`config.mk`:
```
export PLATFORM = sky130hd
export DESIGN_NAME = sdca_drive
export DESIGN_NICKNAME = d
export VERILOG_FILES = /design/src/rtl/sdca_pkg.sv /design/src/rtl/sdca_counter.sv /design/src/rtl/sdca_drive.sv
export VERILOG_INCLUDE_DIRS = /design/src /design/src/rtl
export SDC_FILE = /design/constraint.sdc
export NUM_CORES = 1
export LEC_CHECK = 0
export ABC_AREA = 1
export BUFFER_PORTS_ARGS = -buffer_cell sky130_fd_sc_hd__buf_2
export CORE_ASPECT_RATIO = 1.5
export CORE_MARGIN = 2
export CORE_UTILIZATION = 28
export DETAILED_ROUTE_END_ITERATION = 8
export HOLD_SLACK_MARGIN = 0.08
export PLACE_DENSITY = 0.46
export SYNTH_ARGS = -nofsm -noshare
export SYNTH_HDL_FRONTEND = slang
export SYNTH_HIERARCHICAL = 1
export SYNTH_SLANG_ARGS = --single-unit
```
`constraint.sdc`:
```
create_clock -name CLK -period 58.3 [get_ports CLK]
set_input_delay 11.66 -clock CLK [delete_from_list [all_inputs] [get_ports CLK]]
set_output_delay 11.66 -clock CLK [all_outputs]
set_load 0.02 [all_outputs]
```
`src/rtl/sdca_params.svh`:
```
// Timing counts, switch field positions and register offsets of the stepper drive block.
// Assumes a 125 MHz system clock and a classic Wishbone bus with 32-bit data.
`ifndef SDCA_PARAMS_SVH
`define SDCA_PARAMS_SVH
`define SDCA_CLK_MHZ        125
`define SDCA_BLINK_MS       250
`define SDCA_BLINK_CYC      (`SDCA_BLINK_MS * `SDCA_CLK_MHZ * 1000)
`define SDCA_IDLE_MS        500
`define SDCA_IDLE_CYC       (`SDCA_IDLE_MS * `SDCA_CLK_MHZ * 1000)
`define SDCA_TEST_US        1000
`define SDCA_TEST_CYC       (`SDCA_TEST_US * `SDCA_CLK_MHZ)
`define SDCA_FILT_US        2000
`define SDCA_FILT_CYC       (`SDCA_FILT_US * `SDCA_CLK_MHZ)
`define SDCA_TEST_STEPS     16'd400
`define SDCA_ADR_STATUS     8'h00
`define SDCA_ADR_IRQ_STAT   8'h04
`define SDCA_ADR_IRQ_MASK   8'h08
`define SDCA_ADR_POSITION   8'h0c
`define SDCA_ADR_SETTING    8'h10
`define SDCA_SW_SCALE_A     0
`define SDCA_SW_SCALE_B     1
`define SDCA_SW_INERTIA     2
`define SDCA_SW_IDLE        3
`define SDCA_SW_MODE_LO     4
`define SDCA_SW_TEST        7
`endif

```
`src/rtl/sdca_pkg.sv`:
```
// Types shared by the stepper drive configuration and alarm block.
// Assumes the parameter header is compiled alongside.
package sdca_pkg;
  // Alarm sources; electrical ones in priority order, config lowest of all
  typedef enum logic [2:0] {
    SDCA_ALM_NONE, SDCA_ALM_CONFIG, SDCA_ALM_OVERVOLT, SDCA_ALM_OVERCUR,
    SDCA_ALM_OPEN, SDCA_ALM_INTVOLT, SDCA_ALM_UNDERVOLT
  } sdca_alarm_type;
  // Blink sequencer phases
  typedef enum logic [1:0] {SDCA_BL_GREEN, SDCA_BL_RED, SDCA_BL_GAP} sdca_blink_type;
endpackage : sdca_pkg

```
`src/rtl/sdca_counter.sv`:
```
// Free-running terminal-count timer used for blink, idle, test and filter timing.
// Assumes one clock and synchronous active-high reset.
`timescale 1ns/1ps
`default_nettype none
module sdca_counter #(
  parameter int LIMIT = 16
) (
  input  wire logic CLK,
  input  wire logic SRST,
  input  wire logic restart,
  output logic      tick
);
  logic [31:0] count; // Cycles since last tick
  wire         at_end = (count == 32'(LIMIT - 1));
  // Count up, tick for one cycle at the limit
  always_ff @(posedge CLK) begin
    if (SRST || restart || at_end) count <= 32'h0;
    else                          count <= count + 32'h1;
  end
  assign tick = at_end && !restart && !SRST;
endmodule : sdca_counter
`default_nettype wire

```
`src/rtl/sdca_drive.sv`:
```
// Stepper drive configuration, motion position and alarm blink logic.
// Assumes step/direction/enable synchronous to CLK, alarm levels from analogue monitors.
// Overview of operation
// - Rotary switch selects profile and current
// - Two switches scale current; both on: 70%
// - Switch three picks inertia range, damping follows
// - Idle current drops to 50 or 90 percent
// - Three switches choose six step resolutions
// - Finest resolution is 1/1000 full step
// - Smooth 200/400 modes filter coarse steps
// - Self-test rising edge runs 400-step oscillation
// - Green steady disabled, flashing enabled; red config
// - Alarms blink green then red counts
// - Blink pattern repeats until alarm clears
// - Step, direction, enable in; fault out
// - Electrical problem drives fault output
//
// The Wishbone register port and the placing of the registers were left to the implementer.
`timescale 1ns/1ps
`default_nettype none
`include "sdca_params.svh"
module sdca_drive
  import sdca_pkg::*;
#(
  parameter int BLINK_CYC = `SDCA_BLINK_CYC,
  parameter int IDLE_CYC  = `SDCA_IDLE_CYC,
  parameter int TEST_CYC  = `SDCA_TEST_CYC,
  parameter int FILT_CYC  = `SDCA_FILT_CYC
) (
  input  wire logic        CLK,
  input  wire logic        SRST,
  input  wire logic        STEP,
  input  wire logic        DIR,
  input  wire logic        ENABLE,
  output logic             FAULT,
  input  wire logic [3:0]  MOTOR_SELECT,
  input  wire logic [7:0]  CONFIG_SWITCH,
  input  wire logic        ALM_OVERVOLT,
  input  wire logic        ALM_OVERCUR,
  input  wire logic        ALM_OPEN,
  input  wire logic        ALM_INTVOLT,
  input  wire logic        ALM_UNDERVOLT,
  input  wire logic        ALM_MEMORY,
  output logic             LED_GREEN,
  output logic             LED_RED,
  output logic [7:0]       CURRENT_DECIAMP,
  output logic             INERTIA_HIGH,
  output logic             MOTION_ACTIVE,
  output logic [31:0]      POSITION,
  output logic             IRQ,
  input  wire logic        WB_CYC_I,
  input  wire logic        WB_STB_I,
  input  wire logic        WB_WE_I,
  input  wire logic [7:0]  WB_ADR_I,
  input  wire logic [3:0]  WB_SEL_I,
  input  wire logic [31:0] WB_DAT_I,
  output logic [31:0]      WB_DAT_O,
  output logic             WB_ACK_O
);
  // Rated current per rotary position in tenths of an amp
  function automatic logic [7:0] rated_current(input logic [3:0] sel);
    case (sel)
      4'h0, 4'h1: rated_current = 8'd14;
      4'h2, 4'hd: rated_current = 8'd36;
      4'h3, 4'h5: rated_current = 8'd43;
      4'h4:       rated_current = 8'd22;
      4'h6:       rated_current = 8'd47;
      4'h7:       rated_current = 8'd16;
      4'h8:       rated_current = 8'd20;
      4'h9, 4'ha: rated_current = 8'd24;
      4'hb:       rated_current = 8'd60;
      4'hc, 4'he: rated_current = 8'd72;
      default:    rated_current = 8'd78;
    endcase
  endfunction : rated_current

  // Switch decode
  wire       sw_a     = CONFIG_SWITCH[`SDCA_SW_SCALE_A];
  wire       sw_b     = CONFIG_SWITCH[`SDCA_SW_SCALE_B];
  wire       sw_idle  = CONFIG_SWITCH[`SDCA_SW_IDLE];
  wire [2:0] sw_mode  = CONFIG_SWITCH[`SDCA_SW_MODE_LO +: 3];
  wire       sw_test  = CONFIG_SWITCH[`SDCA_SW_TEST];
  wire [7:0] rated    = rated_current(MOTOR_SELECT);
  // Scale percent: both on 70, one on 80 or 90, off 100
  wire [6:0] scale_pct = (sw_a && sw_b) ? 7'd70 : sw_a ? 7'd80 : sw_b ? 7'd90 : 7'd100;
  // Microsteps per full step for six settings; codes 6 and 7 read as invalid
  wire [9:0] micro_per_step;
  wire       mode_smooth = (sw_mode == 3'd0) || (sw_mode == 3'd2);
  wire       mode_bad    = (sw_mode > 3'd5);
  assign micro_per_step = (sw_mode == 3'd0 || sw_mode == 3'd1) ? 10'd1 :
                          (sw_mode == 3'd2 || sw_mode == 3'd3) ? 10'd2 :
                          (sw_mode == 3'd4) ? 10'd10 :
                          (sw_mode == 3'd5) ? 10'd1000 : 10'd1;

  // Self-test edge and activity
  logic       test_prev;      // Previous self-test switch level
  logic       test_run;       // Oscillation in progress
  logic       test_dir;       // Current oscillation direction
  logic [15:0] test_count;    // Steps done in this direction
  logic       test_tick;      // Internal step rate
  wire        test_rise = sw_test && !test_prev;
  sdca_counter #(.LIMIT(TEST_CYC)) u_test_rate (
    .CLK(CLK), .SRST(SRST), .restart(test_rise), .tick(test_tick));
  // Self-test sequencer: stops when the switch goes off
  always_ff @(posedge CLK) begin
    test_prev <= sw_test; // Tracks the switch in reset too, so no false start after it
    if (SRST || !sw_test) begin
      test_run   <= 1'b0;
      test_dir   <= 1'b0;
      test_count <= 16'h0;
    end else if (test_rise) begin
      test_run   <= 1'b1;
      test_count <= 16'h0;
    end else if (test_run && test_tick) begin
      if (test_count == `SDCA_TEST_STEPS - 16'd1) begin
        test_count <= 16'h0;
        test_dir   <= !test_dir;
      end else begin
        test_count <= test_count + 16'h1;
      end
    end
  end

  // External step edge detect; external steps gated by enable and fault, self-test steps by fault only
  logic step_prev; // Previous step level
  wire  ext_step  = STEP && !step_prev && ENABLE && !FAULT;
  wire  int_step  = test_run && test_tick && !FAULT;
  wire  any_step  = test_run ? int_step : ext_step;
  wire  step_dir  = test_run ? test_dir : DIR;
  // Increment per accepted command in thousandths of a full step
  wire [31:0] step_inc = 32'(10'd1000 / micro_per_step);
  logic [31:0] position; // Commanded position in 1/1000 steps
  // Position accumulator
  always_ff @(posedge CLK) begin
    step_prev <= SRST ? 1'b0 : STEP;
    if (SRST)          position <= 32'h0;
    else if (any_step) position <= step_dir ? position - step_inc : position + step_inc;
  end

  // Smoothing filter: output position slews toward target over the filter window
  logic [31:0] smooth_pos; // Filtered position
  logic        filt_tick;  // Slew step cadence
  sdca_counter #(.LIMIT(FILT_CYC / 1000)) u_filt_rate (
    .CLK(CLK), .SRST(SRST), .restart(1'b0), .tick(filt_tick));
  always_ff @(posedge CLK) begin
    if (SRST)                            smooth_pos <= 32'h0;
    else if (!mode_smooth)               smooth_pos <= position;
    else if (filt_tick && smooth_pos != position) begin
      smooth_pos <= ($signed(position - smooth_pos) > 0) ? smooth_pos + 32'h1
                                                         : smooth_pos - 32'h1;
    end
  end
  assign POSITION = smooth_pos;

  // Idle detection: motion resets timer
  logic idle_tick; // Idle timeout reached
  logic idle;      // Motor standing still
  sdca_counter #(.LIMIT(IDLE_CYC)) u_idle (
    .CLK(CLK), .SRST(SRST), .restart(any_step), .tick(idle_tick));
  always_ff @(posedge CLK) begin
    if (SRST || any_step) idle <= 1'b0;
    else if (idle_tick)   idle <= 1'b1;
  end
  assign MOTION_ACTIVE = !idle;

  // Applied current: rated * scale * idle factor, in tenths of an amp
  wire [6:0]  idle_pct = !idle ? 7'd100 : (sw_idle ? 7'd90 : 7'd50);
  wire [20:0] cur_full = 21'(rated) * 21'(scale_pct) * 21'(idle_pct);
  logic [7:0] current; // Registered current setpoint
  always_ff @(posedge CLK) begin
    if (SRST) current <= 8'h0;
    else      current <= 8'(cur_full / 21'd10000);
  end
  assign CURRENT_DECIAMP = current;
  logic inertia; // Registered inertia range select
  // Inertia range follows switch three one cycle later
  always_ff @(posedge CLK) begin
    inertia <= CONFIG_SWITCH[`SDCA_SW_INERTIA];
  end
  assign INERTIA_HIGH    = inertia;

  // Alarm priority selection
  sdca_alarm_type alarm;
  wire cfg_err = ALM_MEMORY || mode_bad;
  assign alarm = ALM_OVERVOLT  ? SDCA_ALM_OVERVOLT :
                 ALM_OVERCUR   ? SDCA_ALM_OVERCUR :
                 ALM_OPEN      ? SDCA_ALM_OPEN :
                 ALM_INTVOLT   ? SDCA_ALM_INTVOLT :
                 ALM_UNDERVOLT ? SDCA_ALM_UNDERVOLT :
                 cfg_err       ? SDCA_ALM_CONFIG : SDCA_ALM_NONE;
  wire electrical = (alarm != SDCA_ALM_NONE) && (alarm != SDCA_ALM_CONFIG);
  // Blink counts per alarm
  wire [2:0] green_n = (alarm == SDCA_ALM_INTVOLT || alarm == SDCA_ALM_UNDERVOLT) ? 3'd2 : 3'd1;
  wire [2:0] red_n   = (alarm == SDCA_ALM_OVERVOLT)  ? 3'd4 :
                       (alarm == SDCA_ALM_OVERCUR)   ? 3'd5 :
                       (alarm == SDCA_ALM_OPEN)      ? 3'd6 :
                       (alarm == SDCA_ALM_INTVOLT)   ? 3'd3 : 3'd4;

  // Fault output follows electrical alarms
  always_ff @(posedge CLK) begin
    if (SRST) FAULT <= 1'b0;
    else      FAULT <= electrical;
  end

  // Blink sequencer: half period on, half off per flash
  logic           half_tick; // Blink half-period tick
  sdca_counter #(.LIMIT(BLINK_CYC)) u_blink (
    .CLK(CLK), .SRST(SRST), .restart(1'b0), .tick(half_tick));
  sdca_blink_type phase;     // Green, red or gap phase
  logic [3:0]     halves;    // Half periods in phase
  logic           lamp;      // Flash on half
  always_ff @(posedge CLK) begin
    if (SRST || !electrical) begin
      phase  <= SDCA_BL_GREEN;
      halves <= 4'h0;
    end else if (half_tick) begin
      case (phase)
        SDCA_BL_GREEN: begin
          if (halves == {green_n, 1'b1}) begin phase <= SDCA_BL_RED; halves <= 4'h0; end
          else halves <= halves + 4'h1;
        end
        SDCA_BL_RED: begin
          if (halves == {red_n[2:0], 1'b1} - 4'h0) begin phase <= SDCA_BL_GAP; halves <= 4'h0; end
          else halves <= halves + 4'h1;
        end
        SDCA_BL_GAP: begin
          if (halves == 4'h3) begin phase <= SDCA_BL_GREEN; halves <= 4'h0; end
          else halves <= halves + 4'h1;
        end
        default: phase <= SDCA_BL_GREEN;
      endcase
    end
  end
  always_ff @(posedge CLK) begin
    if (SRST)           lamp <= 1'b0;
    else if (half_tick) lamp <= !lamp;
  end
  wire pulse_on = !halves[0] && (halves[3:1] != 3'd0 || 1'b1);

  // LED drivers
  logic led_g; // Green LED register
  logic led_r; // Red LED register
  always_ff @(posedge CLK) begin
    if (SRST) begin
      led_g <= 1'b0;
      led_r <= 1'b0;
    end else if (electrical) begin
      led_g <= (phase == SDCA_BL_GREEN) && pulse_on && (halves[3:1] < green_n);
      led_r <= (phase == SDCA_BL_RED) && pulse_on && (halves[3:1] < red_n);
    end else if (cfg_err) begin
      led_g <= 1'b0;
      led_r <= lamp;
    end else begin
      led_g <= ENABLE ? lamp : 1'b1;
      led_r <= 1'b0;
    end
  end
  assign LED_GREEN = led_g;
  assign LED_RED   = led_r;

  // Interrupt status: bit0 fault rise, bit1 config error rise, bit2 self-test start
  logic [2:0] irq_stat;  // Sticky events
  logic [2:0] irq_mask;  // Enables
  logic       fault_prev; // Previous fault
  logic       cfg_prev;   // Previous config error
  wire  [2:0] ev = {test_rise, cfg_err && !cfg_prev, electrical && !fault_prev};
  wire        wb_req   = WB_CYC_I && WB_STB_I && !WB_ACK_O;
  // Writes land at the edge where the master sees ack high
  wire        wr       = WB_CYC_I && WB_STB_I && WB_ACK_O && WB_WE_I && WB_SEL_I[0];
  wire        wr_stat  = wr && (WB_ADR_I == `SDCA_ADR_IRQ_STAT);
  wire        wr_mask  = wr && (WB_ADR_I == `SDCA_ADR_IRQ_MASK);
  wire  [2:0] clr      = wr_stat ? WB_DAT_I[2:0] : 3'h0;
  // Set wins over write-one-to-clear
  always_ff @(posedge CLK) begin
    fault_prev <= SRST ? 1'b0 : electrical;
    cfg_prev   <= SRST ? 1'b0 : cfg_err;
    if (SRST) begin
      irq_stat <= 3'h0;
      irq_mask <= 3'h0;
    end else begin
      irq_stat <= (irq_stat & ~clr) | ev;
      if (wr_mask) irq_mask <= WB_DAT_I[2:0];
    end
  end
  assign IRQ = |(irq_stat & irq_mask);

  // Wishbone read decode, one ack cycle, registered one clock after the request
  wire [31:0] rd_status  = {16'h0, 1'b0, alarm, idle, test_run, FAULT, ENABLE,
                            current};
  wire [31:0] rd_setting = {20'h0, MOTOR_SELECT, CONFIG_SWITCH};
  wire [31:0] rd_mux =
    (WB_ADR_I == `SDCA_ADR_STATUS)   ? rd_status :
    (WB_ADR_I == `SDCA_ADR_IRQ_STAT) ? {29'h0, irq_stat} :
    (WB_ADR_I == `SDCA_ADR_IRQ_MASK) ? {29'h0, irq_mask} :
    (WB_ADR_I == `SDCA_ADR_POSITION) ? smooth_pos :
    (WB_ADR_I == `SDCA_ADR_SETTING)  ? rd_setting : 32'h0;
  always_ff @(posedge CLK) begin
    if (SRST) begin
      WB_ACK_O <= 1'b0;
      WB_DAT_O <= 32'h0;
    end else begin
      WB_ACK_O <= wb_req;
      WB_DAT_O <= wb_req ? rd_mux : 32'h0;
    end
  end
endmodule : sdca_drive
`default_nettype wire

```
* Word-level counts from Yosys, hierarchy flattened *
Memories as Yosys holds them, arrays and structs flattened.
Cells that the tools add are included.

storage, ports and cells
  flip-flop bits (word level) = 272
  memory bits (read-only) = 112
  input port bits = 70
  output and inout bits = 79
  word-level logic and storage cells = 195
  memories kept = 1

operators by class
  $add $sub $neg = 11
  multipliers = 2
  div/mod/pow operators = 2
  order comparisons = 4
  equality and inequality tests = 30
  muxes and demuxes = 46
  bitwise operators = 6
  reductions and logical operators = 67

memory list
  memory            words  bits a word  read ports  clocked after memory_dff  wr ports  line              source
  (name not given)  16     7            1           0                         0         sdca_drive.sv:62  case (sel)

operator list
  cell                                                             count
  adder 32 x 1 -> 32 bit (second input constant)                   5
  two-way mux 32 bit                                               5
  subtractor 32 bit                                                2
  two-way mux 15 bit                                               3
  two-way mux 10 bit                                               4
  adder 32 bit                                                     1
  divider 10 x 10 -> 32 bit (first input constant)                 1
  == test 32 x 17 -> 1 bit (second input constant)                 1
  == test 32 x 25 -> 1 bit (second input constant)                 1
  == test 32 x 26 -> 1 bit (second input constant)                 1
  == test 32 x 8 -> 1 bit (second input constant)                  1
  greater-than comparator 32 x 1 -> 1 bit (second input constant)  1
  inequality test 32 bit                                           1
  subtractor 32 x 1 -> 32 bit (second input constant)              1
  two-way mux 3 bit                                                10
  logical AND 1 bit                                                28
  divider 21 x 14 -> 21 bit (second input constant)                1
  multiplier 15 x 7 -> 21 bit                                      1
  two-way mux 6 bit                                                3
  adder 16 x 1 -> 16 bit (second input constant)                   1
  == test 16 x 9 -> 1 bit (second input constant)                  1
  == test 8 x 4 -> 1 bit (second input constant)                   2
  two-way mux 16 bit                                               1
  == test 3 bit (second input constant)                            5
  40 further kinds                                                 87

* Logic depth before layout (Yosys ltp) *
  depth after elaboration = 16
  mapped depth = 281
  depth with buffers taken out = 262

* Hierarchy *
The synthesis kept the hierarchy.

by module, submodules not included
  module                      instances  cells each  area an instance (sq um)
  sdca_drive                  1          4278        27208.6
  sdca_counter (u_blink)      1          316         1910.6
  sdca_counter (u_test_rate)  1          302         1843.0
  sdca_counter (u_idle)       1          296         1829.3
  sdca_counter (u_filt_rate)  1          298         1826.8

* Worst setup path before layout *
OpenSTA, ideal clock, no wires.

  path kind = input to register
  start point = input CONFIG_SWITCH[5]
  end point = register position[31]
  library setup time = 131 ps
  arrival time = 43711 ps
  required time = 58169 ps
  setup slack = 14458 ps
  stages = 271
  path buffers = 23
  cell sequence = inv_1 ha_1 nor2_1 nand3_4 clkbuf_8 clkbuf_8 clkbuf_8 clkbuf_8 clkbuf_8 clkbuf_8 buf_6 clkbuf_8 clkbuf_8 clkbuf_1 nand3_1 nor2_1 ha_1 o21ai_2 [... 235 more ...] nand2_1 inv_1 o21ai_0 nand2_1 nand2_1 inv_1 or2_2 a21oi_1 nor2_1 o21ai_0 nand2_1 nand2_1 nor3_1 a2111oi_0 xnor2_1 xnor2_1 and3_1 nor3_1

on the way
  word-level cells in the longest chain between the ends = 8
  elaborated cells between the ends (all ways) = 16

RTL lines
  element                                                   line               source
  start: declaration                                        sdca_drive.sv:37   input wire logic [7:0] CONFIG_SWITCH,
  == test 3 bit                                             sdca_drive.sv:93   (sw_mode == 3'd5) ? 10'd1000 : 10'd1;
  two-way mux 10 bit                                        sdca_drive.sv:93
  two-way mux 10 bit                                        sdca_drive.sv:92   (sw_mode == 3'd4) ? 10'd10 :
  two-way mux 10 bit                                        sdca_drive.sv:91   (sw_mode == 3'd2 || sw_mode == 3'd3) ? 10'd2 :
  two-way mux 10 bit *                                      sdca_drive.sv:90   assign micro_per_step = (sw_mode == 3'd0 || sw_mode == 3'd1) ? 10'd1 :
  divider 10 x 10 -> 32 bit *                               sdca_drive.sv:131  wire [31:0] step_inc = 32'(10'd1000 / micro_per_step);
  adder 32 bit / subtractor 32 bit (equally long branches)  sdca_drive.sv:137  else if (any_step) position <= step_dir ? position - step_inc : position + step_inc;
  two-way mux 32 bit *                                      sdca_drive.sv:137
  end signal: assignment                                    sdca_drive.sv:137
  end: declaration                                          sdca_drive.sv:132  logic [31:0] position;

Mark *: on every way between the ends. The rest lies on a longest branch, timed or not.
A chain may end at the register's enable or synchronous reset.

* Worst setup path in the final report *
  start point = input CONFIG_SWITCH[6]
  end point = register position[31]

The elaborated chain is that of the path after synthesis.

==> results.py <==
metrics = {
    "yosys": {
        "synth-simple-area-share": 0.431,
        "synth_edf_count": 0,
        "synth_xor_area_frac": 0.0592,
        "synth_cell_type_count": 82,
        "avgSynthCellArea_um2": 6.31,
        "yosysTopAreaCell": "dfxtp_1",
        "ys_warn_count": 6,
        "ys_seq_area_frac": 0.157,
        "netlist_area_mm2": 0.0346,
        "synthTopCellsByArea": "dfxtp_1 (16%), nand2_1 (15%), ha_1 (9.5%)",
        "muxShareOfSynthArea": 0,
        "netlist.area_leader.share": 0.157,
        "ys_async_sr_fraction": 0,
        "synth_top_family_by_area": "simple AND/OR/NAND/NOR gates",
        "synth_fa_ha_area_frac": 0.136,
        "yosysMostFrequentCell": "nand2_1",
        "ys.flop_type": "dfxtp_1",
        "netlist_instances": 5490,
        "ys_seq_elements": 272,
        "ys_top_cells_by_count": "nand2_1 (1,427), nor2_1 (757), inv_1 (736), nand3_1 (342), dfxtp_1 (272)",
        "synth_compound_area_frac": 0.101,
    },
    "min_path": {
        "min_path_type": "flop to flop",
    },
    "clocking": {
        "ctsLongestPathBuffers": 3,
        "clk_latency_ps": 570,
        "cts_resized": 0,
        "cts_root_buf": "clkbuf_16",
        "cts_sinks": 272,
        "cts_buffers": 34,
        "cts_tree": "done",
        "clkTransAtPathRegs_ps": 60,
        "ctsHoldBuffers": 0,
        "post-cts-setup-buffers": 0,
        "ctsHtreeMaxLevel": 2,
    },
    "timing": {
        "max_clock_freq_mhz": 19.6,
        "setup_violations": 0,
        "grt_setup_unrepaired": "false",
        "skew_ps": 31.9,
        "tightest_slew_ps": 1050,
        "finalHoldViolCount": 0,
        "slew_violations": 0,
        "slew_headroom": 0.297,
        "fin_crit_ps": 50950,
        "fin_crit_sh": 0.874,
        "fin_tns_setup_ps": 0,
    },
    "detailed_routing": {
        "final_antenna_net_count": 0,
        "remaining_drc_errors": 0,
        "vias": 33800,
        "vias_per_cell": 4.71,
        "wire_per_inst_um": 15.3,
        "routed_wl_mm": 110,
        "drtIter0Drc": 1381,
        "first_pass_iters": 5,
    },
    "die": {
        "die_area_mm2": 0.127,
        "rows": 158,
        "io_pins": 149,
        "initial_utilization": 0.281,
        "core_area_mm2": 0.123,
        "die_y_um": 435,
        "die_x_um": 291,
    },
    "critical_path": {
        "end_kind": "flop",
        "cp.arrival_ps": 51360,
        "required_ps": 58710,
        "startpoint": "CONFIG_SWITCH[6]",
        "reg2reg_to": "CURRENT_DECIAMP[0]$_SDFF_PP0_",
        "r2r_start": "idle$_SDFFE_PP0P_",
        "reg2reg_depth": 104,
        "cp_slowest_cell": "nand4_2",
        "endpoint": "position[31]$_SDFFE_PP0P_",
        "r2r_setup_slack_ps": 42150,
        "crit_top_cell": "nand2_1",
        "cp_max_fo": 26,
        "cp-start-kind": "primary input",
        "path_class": "primary input to flop",
        "cp_slowest_stage_delay_ps": 540,
    },
    "global_route": {
        "grt_overflow_total": 0,
        "antenna_found_initial": 4,
        "grt_pass1_vias": 33500,
        "grt.total_usage": 0.173,
        "grt_pass1_wl_mm": 178,
        "grt_max_degree": 44,
    },
    "place": {
        "portBuffers": 116,
        "place.gp.congestion": 0.885,
        "detailed_place_hpwl_mm": 89.8,
    },
    "flow_run": {
        "drv_cap": 0,
    },
    "final_layout": {
        "layout-drive-gt1-share": 0.116,
        "syn2layout_area_growth_pct": 8.35,
        "nFillCells": 13800,
        "layout.nets": 5959,
    },
    "outcome": {
        "status": "completed",
    },
}
[layout by cell type, fill, tap and decap left out, types with 46 or more instances in the layout]
cell type     n
a21oi_1     215
buf_2       116
dfxtp_1     272
fa_1         72
ha_1        261
inv_1       735
nand2_1    1427
nand2_2     137
nand3_1     342
nand3_2      72
nand4_1     123
nor2_1      756
nor2_2       48
nor2_4       46
nor3_1       51
o21ai_0     182
xnor2_1      88
xor2_1      144
[critical path, delay by kind of cell]
kind,cells,cell delay [ps]
xor gates and xnor gates,5,1000
buffers and inverters,36,3900
AOI/OAI and AO/OA,29,5900
and+or+nand+nor,148,21660
adders and majority gates,30,7010
[stage by stage]
| stage | setup WS, ps | hold slack (ps) | util | instance area, µm² | instances |
|---|---|---|---|---|---|
| 2_1_floorplan | 14460 | 411 | - | 34600 | 5492 |
| 3_3_place_gp | 6730 | 441 | 0.296 | 36400 | 7119 |
| 3_5_place_dp | 6550 | 436 | 0.296 | 36400 | 7119 |
| 4_1_cts | 7050 | 452 | 0.305 | 37500 | 7179 |
| 5_1_grt | 3160 | 478 | 0.305 | 37500 | 7180 |
| 6_report | 7350 | 450 | 0.305 | 37500 | 7180 |
[sequential cells by signal (all words and copies together) (netlist names), 2 cells and up]
register and flops:
phase 2, POSITION 32, WB_DAT_O 32, CURRENT_DECIAMP 8
position 32, irq_mask 3, u_filt_rate/count 32, irq_stat 3
u_idle/count 32, u_test_rate/count 32, test_count 16, halves 4
u_blink/count 32
[cells by family (layout without fill, tap and decap cells)]
logic type | Yosys count | after routing
flops | 272 | 272
other cells | 1 | 4
xor+xnor | 233 | 233
simple gates | 3156 | 3156
compound gates | 600 | 600
fa+ha+maj | 334 | 334
buf+inv | 894 | 981
[worst min path at each step]
stage / start / to / depth (start not counted)
after CTS: test_prev$_DFF_P_ / test_run$_SDFFE_PP0P_ / 1
final: test_prev$_DFF_P_ / test_run$_SDFFE_PP0P_ / 1
after global routing: test_prev$_DFF_P_ / test_run$_SDFFE_PP0P_ / 1
after floorplan: test_prev$_DFF_P_ / test_run$_SDFFE_PP0P_ / 1
after global placement: test_prev$_DFF_P_ / test_run$_SDFFE_PP0P_ / 1
after detailed placement: test_prev$_DFF_P_ / test_run$_SDFFE_PP0P_ / 1
[routing by layer]
| layer | global-route usage | up-vias | wire [µm] | part of all wire |
|---|---|---|---|---|
| met4 | 0.0564 | 0 | 3290 | 0.030 |
| met1 | 0.193 | 15400 | 45800 | 0.42 |
| li1 | - | 17700 | - | - |
| met3 | 0.0134 | 173 | 2550 | 0.023 |
| met2 | 0.343 | 483 | 58400 | 0.53 |
| met5 | 0 | - | 0 | 0 |
[area by class of cell]
type	count	area, µm²	share of cell area
clock buffer	40	903	0.0241
antenna	1	2.50	0.0000667
multi-input combinational	4326	25200	0.672
inverter	781	2970	0.0791
sequential	272	5450	0.145
timing repair buffer	140	761	0.0203
tap	1600	2000	0.0534
clock inverter	20	205	0.00547
Power is not shown: default switching activity piles up to over one toggle a cycle in this logic, so the estimate is an artifact.
